File: src/core/dtc_pkg.sv
package dtc_pkg;

    // ************************************************************
    // register offsets
    // ************************************************************
    localparam logic [7:0] DTC_ADDR_CTRL  = 8'h88;
    localparam logic [7:0] DTC_ADDR_MODE  = 8'h89;
    localparam logic [7:0] DTC_ADDR_LOW0  = 8'h8a;
    localparam logic [7:0] DTC_ADDR_LOW1  = 8'h8b;
    localparam logic [7:0] DTC_ADDR_HIGH0 = 8'h8c;
    localparam logic [7:0] DTC_ADDR_HIGH1 = 8'h8d;
    localparam logic [7:0] DTC_ADDR_CKDIV = 8'h8e;

    // ************************************************************
    // reset values
    // ************************************************************
    localparam logic [7:0] DTC_RST_CTRL  = 8'h00;
    localparam logic [7:0] DTC_RST_MODE  = 8'h00;
    localparam logic [7:0] DTC_RST_COUNT = 8'h00;
    localparam logic [4:0] DTC_RST_CKDIV = 5'h01;
    localparam logic [1:0] DTC_RST_PIN   = 2'h3;

    // ************************************************************
    // field positions
    // ************************************************************
    localparam int DTC_CTRL_OVF1  = 7;
    localparam int DTC_CTRL_RUN1  = 6;
    localparam int DTC_CTRL_OVF0  = 5;
    localparam int DTC_CTRL_RUN0  = 4;
    localparam int DTC_CTRL_IRQF1 = 3;
    localparam int DTC_CTRL_IRQT1 = 2;
    localparam int DTC_CTRL_IRQF0 = 1;
    localparam int DTC_CTRL_IRQT0 = 0;
    localparam int DTC_MODE_GATE  = 3;
    localparam int DTC_MODE_CT    = 2;
    localparam int DTC_CKDIV_SEL1 = 4;
    localparam int DTC_CKDIV_SEL0 = 3;

    // ************************************************************
    // clock divider counts
    // ************************************************************
    localparam logic [3:0] DTC_DIV_SLOW = 4'd12;
    localparam logic [1:0] DTC_DIV_FAST_LAST = 2'h3;

    typedef enum logic [1:0] {
        DTC_MODE_PRESCALE = 2'b00,
        DTC_MODE_FULL16   = 2'b01,
        DTC_MODE_RELOAD   = 2'b10,
        DTC_MODE_SPLIT    = 2'b11
    } dtc_mode_t;

endpackage

File: src/core/dtc_tick_if.sv
`timescale 1ns/1ns
interface dtc_tick_if;
    logic       tick_div12;
    logic       tick_div4;
    logic [1:0] count_pin;
    logic [1:0] count_fall;

    modport gen (output tick_div12, output tick_div4, output count_fall, input count_pin);
    modport use_side (input tick_div12, input tick_div4, input count_fall, output count_pin);
endinterface

File: src/core/dtc_tick_gen.sv
`timescale 1ns/1ns
module dtc_tick_gen (
    // clock and reset
    input  wire logic mclk,
    input  wire logic reset_n,
    // ticks and count pin edges
    dtc_tick_if.gen   tk
);
    import dtc_pkg::*;

    logic [3:0] div_q;
    logic [3:0] div_d;
    logic [1:0] pin_prev_q;
    logic [1:0] pin_prev_d;

    // ************************************************************
    // free divider: one shared counter serves both rates
    // ************************************************************
    always_comb begin
        div_d      = (div_q == DTC_DIV_SLOW - 4'd1) ? 4'h0 : div_q + 4'd1;
        pin_prev_d = tk.count_pin;
    end

    always_ff @(posedge mclk or negedge reset_n) begin
        if (!reset_n) begin
            div_q      <= 4'h0;
            pin_prev_q <= DTC_RST_PIN;
        end else begin
            div_q      <= div_d;
            pin_prev_q <= pin_prev_d;
        end
    end

    // 12 is a multiple of 4, so the fast tick stays evenly spaced across the wrap
    assign tk.tick_div12 = (div_q == DTC_DIV_SLOW - 4'd1);
    assign tk.tick_div4  = (div_q[1:0] == DTC_DIV_FAST_LAST);
    assign tk.count_fall = pin_prev_q & ~tk.count_pin;
endmodule

File: src/core/dtc_timer_unit.sv
`timescale 1ns/1ns
// Contract
// timer one gate clear: counts whenever its run bit is set
// timer zero gate set: counts only with run bit set and gate pin high
// timer one counter-select 1 counts count pin pulses, 0 counts internal clocks
// timer zero counter-select 1 counts count pin pulses, 0 counts internal clocks
// mode 00 is 8-bit counter with 5-bit prescaler; mode 01 is 16-bit
// mode 10 is 8-bit counter, low byte reloaded from high byte on overflow
// mode 11 halts timer one while keeping its count
// mode 11 splits timer zero into two 8-bit counters
// timer one clock select: divide by 12 when 0, by 4 when 1
// timer zero clock select: divide by 12 when 0, by 4 when 1
// interrupt-one type bit: level-sensitive when 0, edge-sensitive when 1
// interrupt-zero type bit: edge-sensitive when 1, level-sensitive when 0
// each count readable and writable as separate low and high byte registers
// clearing run bit freezes counting and keeps both count bytes; in mode 11 the timer zero high byte follows timer one's run bit instead
// overflow sets flag; software write or vector acknowledge clears it
// edge mode sets flag on falling edge until cleared; level mode follows inverted pin
// timers advance only while run bit set; run bits reset cleared
module dtc_timer_unit (
    // clock and reset
    input  wire logic       mclk,
    input  wire logic       reset_n,
    // special function register port
    input  wire logic [7:0] sfr_addr,
    input  wire logic       sfr_wr,
    input  wire logic [7:0] sfr_wdata,
    output logic      [7:0] sfr_rdata,
    // interrupt vector acknowledges
    input  wire logic       vec_ack_zero_ovf,
    input  wire logic       vec_ack_one_ovf,
    input  wire logic       vec_ack_irq_zero,
    input  wire logic       vec_ack_irq_one,
    // pins
    input  wire logic       gate_irq_pin_zero,
    input  wire logic       gate_irq_pin_one,
    input  wire logic       count_pin_zero,
    input  wire logic       count_pin_one,
    // flags
    output logic            zero_overflow_flag,
    output logic            one_overflow_flag,
    output logic            ext_irq_zero_flag,
    output logic            ext_irq_one_flag
);
    import dtc_pkg::*;

    dtc_tick_if tk ();

    dtc_tick_gen u_tick (
        .mclk    (mclk),
        .reset_n (reset_n),
        .tk      (tk.gen)
    );

    assign tk.count_pin = {count_pin_one, count_pin_zero};

    logic [7:0] ctrl_q,  ctrl_d;
    logic [7:0] mode_q,  mode_d;
    logic [7:0] low0_q,  low0_d;
    logic [7:0] high0_q, high0_d;
    logic [7:0] low1_q,  low1_d;
    logic [7:0] high1_q, high1_d;
    logic [4:0] ckdiv_q, ckdiv_d;
    logic [1:0] irq_prev_q, irq_prev_d;
    logic [7:0] rdata_q, rdata_d;

    logic [1:0] gate_pin;
    logic [1:0] src_tick;
    logic [1:0] run_en;
    logic [1:0] irq_fall;
    dtc_mode_t  mode0, mode1;
    logic       split_high_en;
    logic [16:0] step0, step1;
    logic [8:0]  step_hi;

    // ************************************************************
    // count step: returns {overflow, high, low}
    // ************************************************************
    function automatic logic [16:0] cnt_step(input dtc_mode_t m, input logic [7:0] lo,
                                             input logic [7:0] hi);
        logic [5:0] p;
        logic [8:0] b;
        logic [16:0] w;
        p = {1'b0, lo[4:0]} + 6'd1;
        b = {1'b0, hi} + 9'd1;
        w = {1'b0, hi, lo} + 17'd1;
        cnt_step = {1'b0, hi, lo};
        case (m)
            DTC_MODE_PRESCALE: begin
                cnt_step = {1'b0, hi, lo[7:5], p[4:0]};
                if (p[5]) begin
                    cnt_step = {b, lo[7:5], p[4:0]};
                end
            end
            DTC_MODE_FULL16: begin
                cnt_step = w;
            end
            DTC_MODE_RELOAD: begin
                b = {1'b0, lo} + 9'd1;
                cnt_step = {b[8], hi, b[8] ? hi : b[7:0]};
            end
            default: begin
                cnt_step = {1'b0, hi, lo};
            end
        endcase
    endfunction

    // ************************************************************
    // count enables
    // ************************************************************
    generate
        for (genvar t = 0; t < 2; t++) begin : g_en
            localparam int MB = 4 * t;
            always_comb begin
                src_tick[t] = ckdiv_q[DTC_CKDIV_SEL0 + t] ? tk.tick_div4
                            : tk.tick_div12;
                if (mode_q[MB + DTC_MODE_CT]) begin
                    src_tick[t] = tk.count_fall[t];
                end
                run_en[t] = ctrl_q[DTC_CTRL_RUN0 + 2 * t]
                          & (~mode_q[MB + DTC_MODE_GATE] | gate_pin[t])
                          & src_tick[t];
            end
        end
    endgenerate

    assign gate_pin = {gate_irq_pin_one, gate_irq_pin_zero};
    assign irq_fall = irq_prev_q & ~gate_pin;
    assign mode0    = dtc_mode_t'(mode_q[1:0]);
    assign mode1    = dtc_mode_t'(mode_q[5:4]);
    // split high half runs on timer zero's internal clock, gated by timer one's run bit
    assign split_high_en = ctrl_q[DTC_CTRL_RUN1]
                         & (ckdiv_q[DTC_CKDIV_SEL0] ? tk.tick_div4 : tk.tick_div12);
    assign step0   = cnt_step(mode0, low0_q, high0_q);
    assign step1   = cnt_step(mode1, low1_q, high1_q);
    assign step_hi = {1'b0, high0_q} + 9'd1;

    // ************************************************************
    // next state
    // ************************************************************
    always_comb begin
        ctrl_d     = ctrl_q;
        mode_d     = mode_q;
        low0_d     = low0_q;
        high0_d    = high0_q;
        low1_d     = low1_q;
        high1_d    = high1_q;
        ckdiv_d    = ckdiv_q;
        irq_prev_d = gate_pin;

        // timer zero
        if (mode0 == DTC_MODE_SPLIT) begin
            if (run_en[0]) begin
                low0_d = low0_q + 8'd1;
            end
            if (split_high_en) begin
                high0_d = step_hi[7:0];
            end
        end else if (run_en[0]) begin
            {high0_d, low0_d} = step0[15:0];
        end

        // timer one; mode 11 leaves the count alone
        if (run_en[1] && mode1 != DTC_MODE_SPLIT) begin
            {high1_d, low1_d} = step1[15:0];
        end

        // software writes win over a count step in the same cycle
        if (sfr_wr) begin
            case (sfr_addr)
                DTC_ADDR_CTRL:  ctrl_d  = sfr_wdata;
                DTC_ADDR_MODE:  mode_d  = sfr_wdata;
                DTC_ADDR_LOW0:  low0_d  = sfr_wdata;
                DTC_ADDR_HIGH0: high0_d = sfr_wdata;
                DTC_ADDR_LOW1:  low1_d  = sfr_wdata;
                DTC_ADDR_HIGH1: high1_d = sfr_wdata;
                DTC_ADDR_CKDIV: ckdiv_d = sfr_wdata[4:0];
                default: begin
                end
            endcase
        end

        // vector acknowledges clear, then hardware sets win over any clear
        if (vec_ack_zero_ovf) ctrl_d[DTC_CTRL_OVF0] = 1'b0;
        if (vec_ack_one_ovf)  ctrl_d[DTC_CTRL_OVF1] = 1'b0;
        if (vec_ack_irq_zero) ctrl_d[DTC_CTRL_IRQF0] = 1'b0;
        if (vec_ack_irq_one)  ctrl_d[DTC_CTRL_IRQF1] = 1'b0;
        if (mode0 == DTC_MODE_SPLIT) begin
            // timer one loses its flag to the split high half
            if (run_en[0] && low0_q == 8'hff) ctrl_d[DTC_CTRL_OVF0] = 1'b1;
            if (split_high_en && step_hi[8])  ctrl_d[DTC_CTRL_OVF1] = 1'b1;
        end else begin
            if (run_en[0] && step0[16]) ctrl_d[DTC_CTRL_OVF0] = 1'b1;
            if (run_en[1] && mode1 != DTC_MODE_SPLIT && step1[16]) begin
                ctrl_d[DTC_CTRL_OVF1] = 1'b1;
            end
        end

        // external interrupt flags
        if (ctrl_q[DTC_CTRL_IRQT0]) begin
            if (irq_fall[0]) ctrl_d[DTC_CTRL_IRQF0] = 1'b1;
        end else begin
            ctrl_d[DTC_CTRL_IRQF0] = ~gate_irq_pin_zero;
        end
        if (ctrl_q[DTC_CTRL_IRQT1]) begin
            if (irq_fall[1]) ctrl_d[DTC_CTRL_IRQF1] = 1'b1;
        end else begin
            ctrl_d[DTC_CTRL_IRQF1] = ~gate_irq_pin_one;
        end
    end

    // ************************************************************
    // read mux, registered: data follows the address by one clock
    // ************************************************************
    always_comb begin
        case (sfr_addr)
            DTC_ADDR_CTRL:  rdata_d = ctrl_q;
            DTC_ADDR_MODE:  rdata_d = mode_q;
            DTC_ADDR_LOW0:  rdata_d = low0_q;
            DTC_ADDR_HIGH0: rdata_d = high0_q;
            DTC_ADDR_LOW1:  rdata_d = low1_q;
            DTC_ADDR_HIGH1: rdata_d = high1_q;
            DTC_ADDR_CKDIV: rdata_d = {3'h0, ckdiv_q};
            default:        rdata_d = 8'h00;
        endcase
    end

    always_ff @(posedge mclk or negedge reset_n) begin
        if (!reset_n) begin
            ctrl_q     <= DTC_RST_CTRL;
            mode_q     <= DTC_RST_MODE;
            low0_q     <= DTC_RST_COUNT;
            high0_q    <= DTC_RST_COUNT;
            low1_q     <= DTC_RST_COUNT;
            high1_q    <= DTC_RST_COUNT;
            ckdiv_q    <= DTC_RST_CKDIV;
            irq_prev_q <= DTC_RST_PIN;
            rdata_q    <= 8'h00;
        end else begin
            ctrl_q     <= ctrl_d;
            mode_q     <= mode_d;
            low0_q     <= low0_d;
            high0_q    <= high0_d;
            low1_q     <= low1_d;
            high1_q    <= high1_d;
            ckdiv_q    <= ckdiv_d;
            irq_prev_q <= irq_prev_d;
            rdata_q    <= rdata_d;
        end
    end

    assign sfr_rdata          = rdata_q;
    assign zero_overflow_flag = ctrl_q[DTC_CTRL_OVF0];
    assign one_overflow_flag  = ctrl_q[DTC_CTRL_OVF1];
    assign ext_irq_zero_flag  = ctrl_q[DTC_CTRL_IRQF0];
    assign ext_irq_one_flag   = ctrl_q[DTC_CTRL_IRQF1];

    logic cnt_wr;
    assign cnt_wr = sfr_wr && (sfr_addr inside {DTC_ADDR_LOW0, DTC_ADDR_HIGH0,
                                                DTC_ADDR_LOW1, DTC_ADDR_HIGH1});
endmodule

File: config.mk
export PLATFORM = sky130hd
export DESIGN_NAME = dtc_timer_unit
export DESIGN_NICKNAME = d
export VERILOG_FILES = /design/src/core/dtc_pkg.sv /design/src/core/dtc_tick_if.sv /design/src/core/dtc_tick_gen.sv /design/src/core/dtc_timer_unit.sv
export SDC_FILE = /design/constraint.sdc
export NUM_CORES = 1
export LEC_CHECK = 0
export BUFFER_PORTS_ARGS = -buffer_cell sky130_fd_sc_hd__clkbuf_2
export CAP_MARGIN = 20
export CORE_UTILIZATION = 55
export DETAILED_ROUTE_END_ITERATION = 6
export PLACE_DENSITY = 0.74
export SLEW_MARGIN = 5
export SYNTH_ARGS = -nofsm -noshare
export SYNTH_HDL_FRONTEND = slang
export SYNTH_HIERARCHICAL = 1
export SYNTH_SLANG_ARGS = --single-unit
File: constraint.sdc
create_clock -name mclk -period 2.8 [get_ports mclk]
set_clock_uncertainty 0.05 [all_clocks]
set_input_delay 0.56 -clock mclk [delete_from_list [all_inputs] [get_ports mclk]]
set_output_delay 0.56 -clock mclk [all_outputs]
set_load 0.05 [all_outputs]
Yosys cells after proc, flatten, opt, wreduce, memory -nomap -nowiden. Index checks and enable logic that the tools add are counted.

Bits of input ports: 27. Flip-flop bits (word level): 69. Word-level logic and storage cells: 115.

Reductions and logical operators: 12. Bitwise logic cells: 15. Add/sub/neg operators: 10. Multiplexer cells: 44. Equal/unequal tests: 20.

Operator list (number): $mux 8 (20); $pmux 17 s3 (2); $eq 8x8->1 const B (8); $pmux 8 s7 (1); $add 8x1->9 const B (4); $add 16x1->17 const B (2); $mux 17 (2); $mux 1 (18); $add 5x1->6 const B (2); $reduce_and 2->1 (5); $add 8x1->8 const B (1); $eq 2x2->1 const B (4); $ne 4x2->1 const B (2); $ne 4x3->1 const B (2); $and 1x1->1 (5); $logic_and 1x1->1 (5); $add 4x1->4 const B (1); $and 2x2->2 (2); $eq 2x1->1 const B (2); $eq 4x4->1 const B (1); $logic_not 2->1 (2); $mux 4 (1); $not 1->1 (4); $not 2->2 (2); 2 further kinds (3).

Logic depth before layout (Yosys ltp).
Depth in word-level cells: 8. Mapped depth: 9. Mapped depth without buffers: 7.

By module. The synthesis kept the hierarchy.

By module, submodules not included: dtc_timer_unit (sequential area each 1580.3 µm², cells each 522, area each 4639.4 µm², instances 1); dtc_tick_gen (sequential area each 152.6 µm², cells each 18, area each 245.2 µm², instances 1).

Least setup slack after synthesis. No wires, ideal clock.

Kind: register to register. Start point: reg u_tick.div_q[0]. End point: reg low0_q[2]. Period minus slack after synthesis: 2.244 ns. Arrival time: 2.070 ns. Stages on the path, launching flop included: 10. Path buffers: 2. Slack: 0.556 ns. Cell sequence: dfrtp_1 -> ha_1 -> and3b_1 -> mux2_4 -> o2111a_1 -> buf_6 -> buf_6 -> a21oi_1 -> a21oi_1 -> mux2_2.

Longest elaborated chain between the ends: 8. Elaborated cells between the ends (all ways): 10. Those cells by class: eq/ne: 2; mux: 7; bitwise: 1.

RTL lines: start, declared (line dtc_tick_gen.sv:11) `logic [3:0] div_q;`; start signal, assigned (line dtc_tick_gen.sv:29) `div_q <= div_d;`; $eq 2x2->1 * (line dtc_tick_gen.sv:36) `assign tk.tick_div4 = (div_q[1:0] == DTC_DIV_FAST_LAST);`; net tk.tick_div4 (line dtc_tick_if.sv:4) `logic tick_div4;`; $mux 1 * (line dtc_timer_unit.sv:115) `src_tick[t] = ckdiv_q[DTC_CKDIV_SEL0 + t] ? tk.tick_div4`; $mux 1 * (line dtc_timer_unit.sv:117) `if (mode_q[MB + DTC_MODE_CT]) begin`; $and 1x1->1 * (line dtc_timer_unit.sv:122) `& src_tick[t];`; $mux 8, on equally long branches (line dtc_timer_unit.sv:159, dtc_timer_unit.sv:153); $mux 8 * (line dtc_timer_unit.sv:152) `if (mode0 == DTC_MODE_SPLIT) begin`; $mux 8 (line dtc_timer_unit.sv:170) `case (sfr_addr)`; $mux 8 * (line dtc_timer_unit.sv:169) `if (sfr_wr) begin`; net low0_d[2] (line dtc_timer_unit.sv:59) `logic [7:0] low0_q, low0_d;`; end signal, assigned (line dtc_timer_unit.sv:242) `low0_q <= low0_d;`; end, declared (line dtc_timer_unit.sv:59).

Mark *: on every way through the listed nets, which the timed path passes. The rest lies on a longest branch. A chain may end at the register's enable or synchronous reset.

Worst setup path in the final report.
Start point: reg u_tick.div_q[0]. End point: reg low1_q[6].

Longest elaborated chain between the ends: 8. Elaborated cells between the ends (all ways): 9. Those cells by class: eq/ne: 2; mux: 5; bitwise: 1; reduce/logical: 1.

RTL lines: $eq 2x2->1 * (line dtc_tick_gen.sv:36); net tk.tick_div4 (line dtc_tick_if.sv:4); $mux 1 * (line dtc_timer_unit.sv:115); $mux 1 * (line dtc_timer_unit.sv:117); $and 1x1->1 * (line dtc_timer_unit.sv:122); $logic_and 1x1->1 * (line dtc_timer_unit.sv:164) `if (run_en[1] && mode1 != DTC_MODE_SPLIT) begin`; $mux 8 * (line dtc_timer_unit.sv:164); $mux 8 (line dtc_timer_unit.sv:170); $mux 8 * (line dtc_timer_unit.sv:169); net low1_d[6] (line dtc_timer_unit.sv:61) `logic [7:0] low1_q, low1_d;`; end signal, assigned (line dtc_timer_unit.sv:244) `low1_q <= low1_d;`; end, declared (line dtc_timer_unit.sv:61).

Marks and branches as above.

==> flow_metrics.py <==
metrics = {
    "status": {
        "outcome": "finished clean",
    },
    "critical_path": {
        "end_kind": "register",
        "slowest_delay_ns": 0.47,
        "path_buf_inv": 0,
        "arrival_ns": 2.88,
        "worstPathCellList": "ha_1 -> and3b_1 -> mux2_2 -> o2111a_1 -> nand2_1 -> a2111o_1 -> a31oi_1",
        "path_class": "reg -> reg",
        "cp-start-kind": "register",
        "crit_required_ns": 3.04,
        "crit_family": "compound AO/OA/AOI/OAI gates",
        "worstPathMaxFanout": 12,
        "slowest_stage": "a2111o_1",
    },
    "cts": {
        "cts_hold_buf": 0,
        "clock_path_buffers": 2,
        "htree_levels": 3,
        "post-cts-setup-buffers": 0,
        "cts.sinks": 69,
        "clk_latency_ns": 0.37,
        "path_clk_slew_ns": 0.09,
        "root_buffer": "clkbuf_8",
        "tritoncts": "yes",
        "postCtsResizedCells": 0,
        "cts_made_buffers": 9,
    },
    "placed_design": {
        "placed_cells": 667,
        "dpl.hpwl_um": 11200,
        "gp_congestion": 1.00,
        "port_buffers": 38,
    },
    "pwr": {
        "cellLeakagePower_nw": 2.22,
        "finalPower_w": 0.00246,
        "ir_worst_vdd_v": 0.000333,
        "power.density_mw_per_mm2": 456,
    },
    "flow_run": {
        "max-cap-violations": 0,
    },
    "die": {
        "ios": 39,
        "die_area_mm2": 0.00926,
        "coreArea_mm2": 0.00868,
        "die-width_um": 96.2,
        "initial_core_util": 0.563,
        "rows": 34,
        "die_h_um": 96.2,
    },
    "sta": {
        "period_share": 0.943,
        "totalNegativeSetupSlack_ns": 0,
        "fmax_ghz": 0.379,
        "slew-limit-headroom": 0.548,
        "maxSlewViolCount": 0,
        "setup_viol": 0,
        "max_slew.worst_pin.slew_ns": 0.675,
        "rsz0062_at_grt": "no",
        "holdWs_ns": 0.144,
        "finalHoldViolations": 0,
        "fin_crit_ns": 2.64,
    },
    "synthesis": {
        "synthTopCellsByCount": "dfrtp_1, nand2_1, nor2_1, o21ai_0, nand3_1",
        "syn_inst": 540,
        "synth.top_cell.area_share": 0.328,
        "syn_area_mm2": 0.00488,
        "syn-mean-instance-area_um2": 9.05,
        "synth-seq-cells": 69,
        "synthArstFlopShare": 1.00,
        "synth_warnings": 6,
        "yosys.area.top_type": "dfrtp_1",
        "synth_cell_types": 75,
        "synth_edf_count": 0,
        "yosysSeqAreaShare": 0.355,
        "yosysMostFrequentCell": "dfrtp_1",
        "synthTopCellsByArea": "dfrtp_1, mux2_2, nand2_1, o21ai_0, mux4_2",
        "syn-num-nets": 572,
        "synth_ff_type": "dfrtp_1",
    },
    "routing": {
        "final_antenna_net_count": 0,
        "first_pass_iters": 6,
        "wl_per_cell_um": 22.5,
        "via_per_inst": 6.98,
        "vias": 4768,
        "wl_um": 15400,
        "first_iter_violations": 584,
        "drc": 0,
    },
    "layout": {
        "nNetsFinal": 602,
        "area_growth_pct": 10.3,
        "drive_gt1_frac": 0.216,
        "antenna_cells": 0,
        "final_util": 0.621,
        "layoutNonFillerInstCount": 683,
    },
    "global_routing": {
        "first_global_vias": 4367,
        "grt.total_usage": 0.354,
        "grt_pass1_wl_um": 24000,
        "antenna_found_initial": 0,
        "gr-total-overflow": 0,
        "grt_max_degree": 29,
    },
    "hold_path": {
        "min_path_type": "in -> async",
    },
}
==> sequential cells by signal, indices dropped and copies added (netlist names), 5 cells and up <==
signal,cells
low0_q,8
high1_q,8
high0_q,8
low1_q,8
ctrl_q,8
mode_q,8
ckdiv_q,5
sfr_rdata,8
==> stage by stage <==
step                cell area (um^2)  setup WS [ns]
finish                          5390          0.159
global route                    5390         0.0473
CTS                             5390          0.204
detailed placement              5160          0.213
global placement                5160          0.293
floorplan                       4880          0.556
==> cell families after synthesis <==
| group | synth area share |
|---|---|
| DFF | 0.355 |
| and+or+nand+nor | 0.235 |
| xor gates and xnor gates | 0.0179 |
| AOI/OAI and AO/OA | 0.220 |
| buffers and inverters | 0.0443 |
| adders and majority gates | 0.0128 |
| muxes | 0.116 |
==> cells in the final DEF (no fill, tap or decap), types with 13 or more instances in the layout <==
cell type | synthesis | routed
and3_1 | 13 | 13
a31oi_1 | 20 | 20
o21ai_0 | 32 | 32
clkbuf_2 | 1 | 37
nand2_1 | 50 | 50
mux2_2 | 21 | 21
mux2i_1 | 14 | 14
a21oi_1 | 24 | 24
nand4_1 | 16 | 16
dfrtp_1 | 64 | 64
nor2_1 | 36 | 36
nand3_1 | 30 | 30
buf_4 | 3 | 17
==> final timing paths <==
path,start,end,slack [ns],cells past startpoint
min in group mclk,count_pin_zero,u_tick/pin_prev_q[0],0.23,1
hold reg to reg,u_tick/div_q[0],u_tick/div_q[0],0.44,1
setup reg to reg,u_tick/div_q[0],low1_q[6],0.16,7
max in group asynchronous,reset_n,u_tick/pin_prev_q[1],1.78,2
setup / recovery,u_tick/div_q[0],low1_q[6],0.16,7
hold / removal,reset_n,ctrl_q[5],0.14,1
==> power by group <==
part	switching [W]	internal (W)	leakage [nW]	total [W]
Sequential	0.000110	0.00105	0.881	0.00116
Combinational	0.000190	0.000141	1.23	0.000331
Clock	0.000450	0.000517	0.113	0.000967
Total	0.000750	0.00171	2.22	0.00246
==> layout make-up <==
| class | instances | area (um^2) |
|---|---|---|
| timing repair buffer | 55 | 318 |
| inverter | 10 | 37.5 |
| sequential | 69 | 1730 |
| multi-input combinational | 425 | 2940 |
| fill | 761 | 3290 |
| clock buffer | 9 | 124 |
| clock inverter | 7 | 105 |
| tap | 108 | 135 |
==> metal layers <==
layer / global-route usage / vias up / share of wire
met5: 0 / - / 0
met4: 0.154 / 0 / 0.044
met3: 0.0703 / 56 / 0.11
met2: 0.539 / 313 / 0.44
met1: 0.487 / 2262 / 0.41
li1: - / 2137 / -
Note: power is estimated with default switching activity, not from simulation.
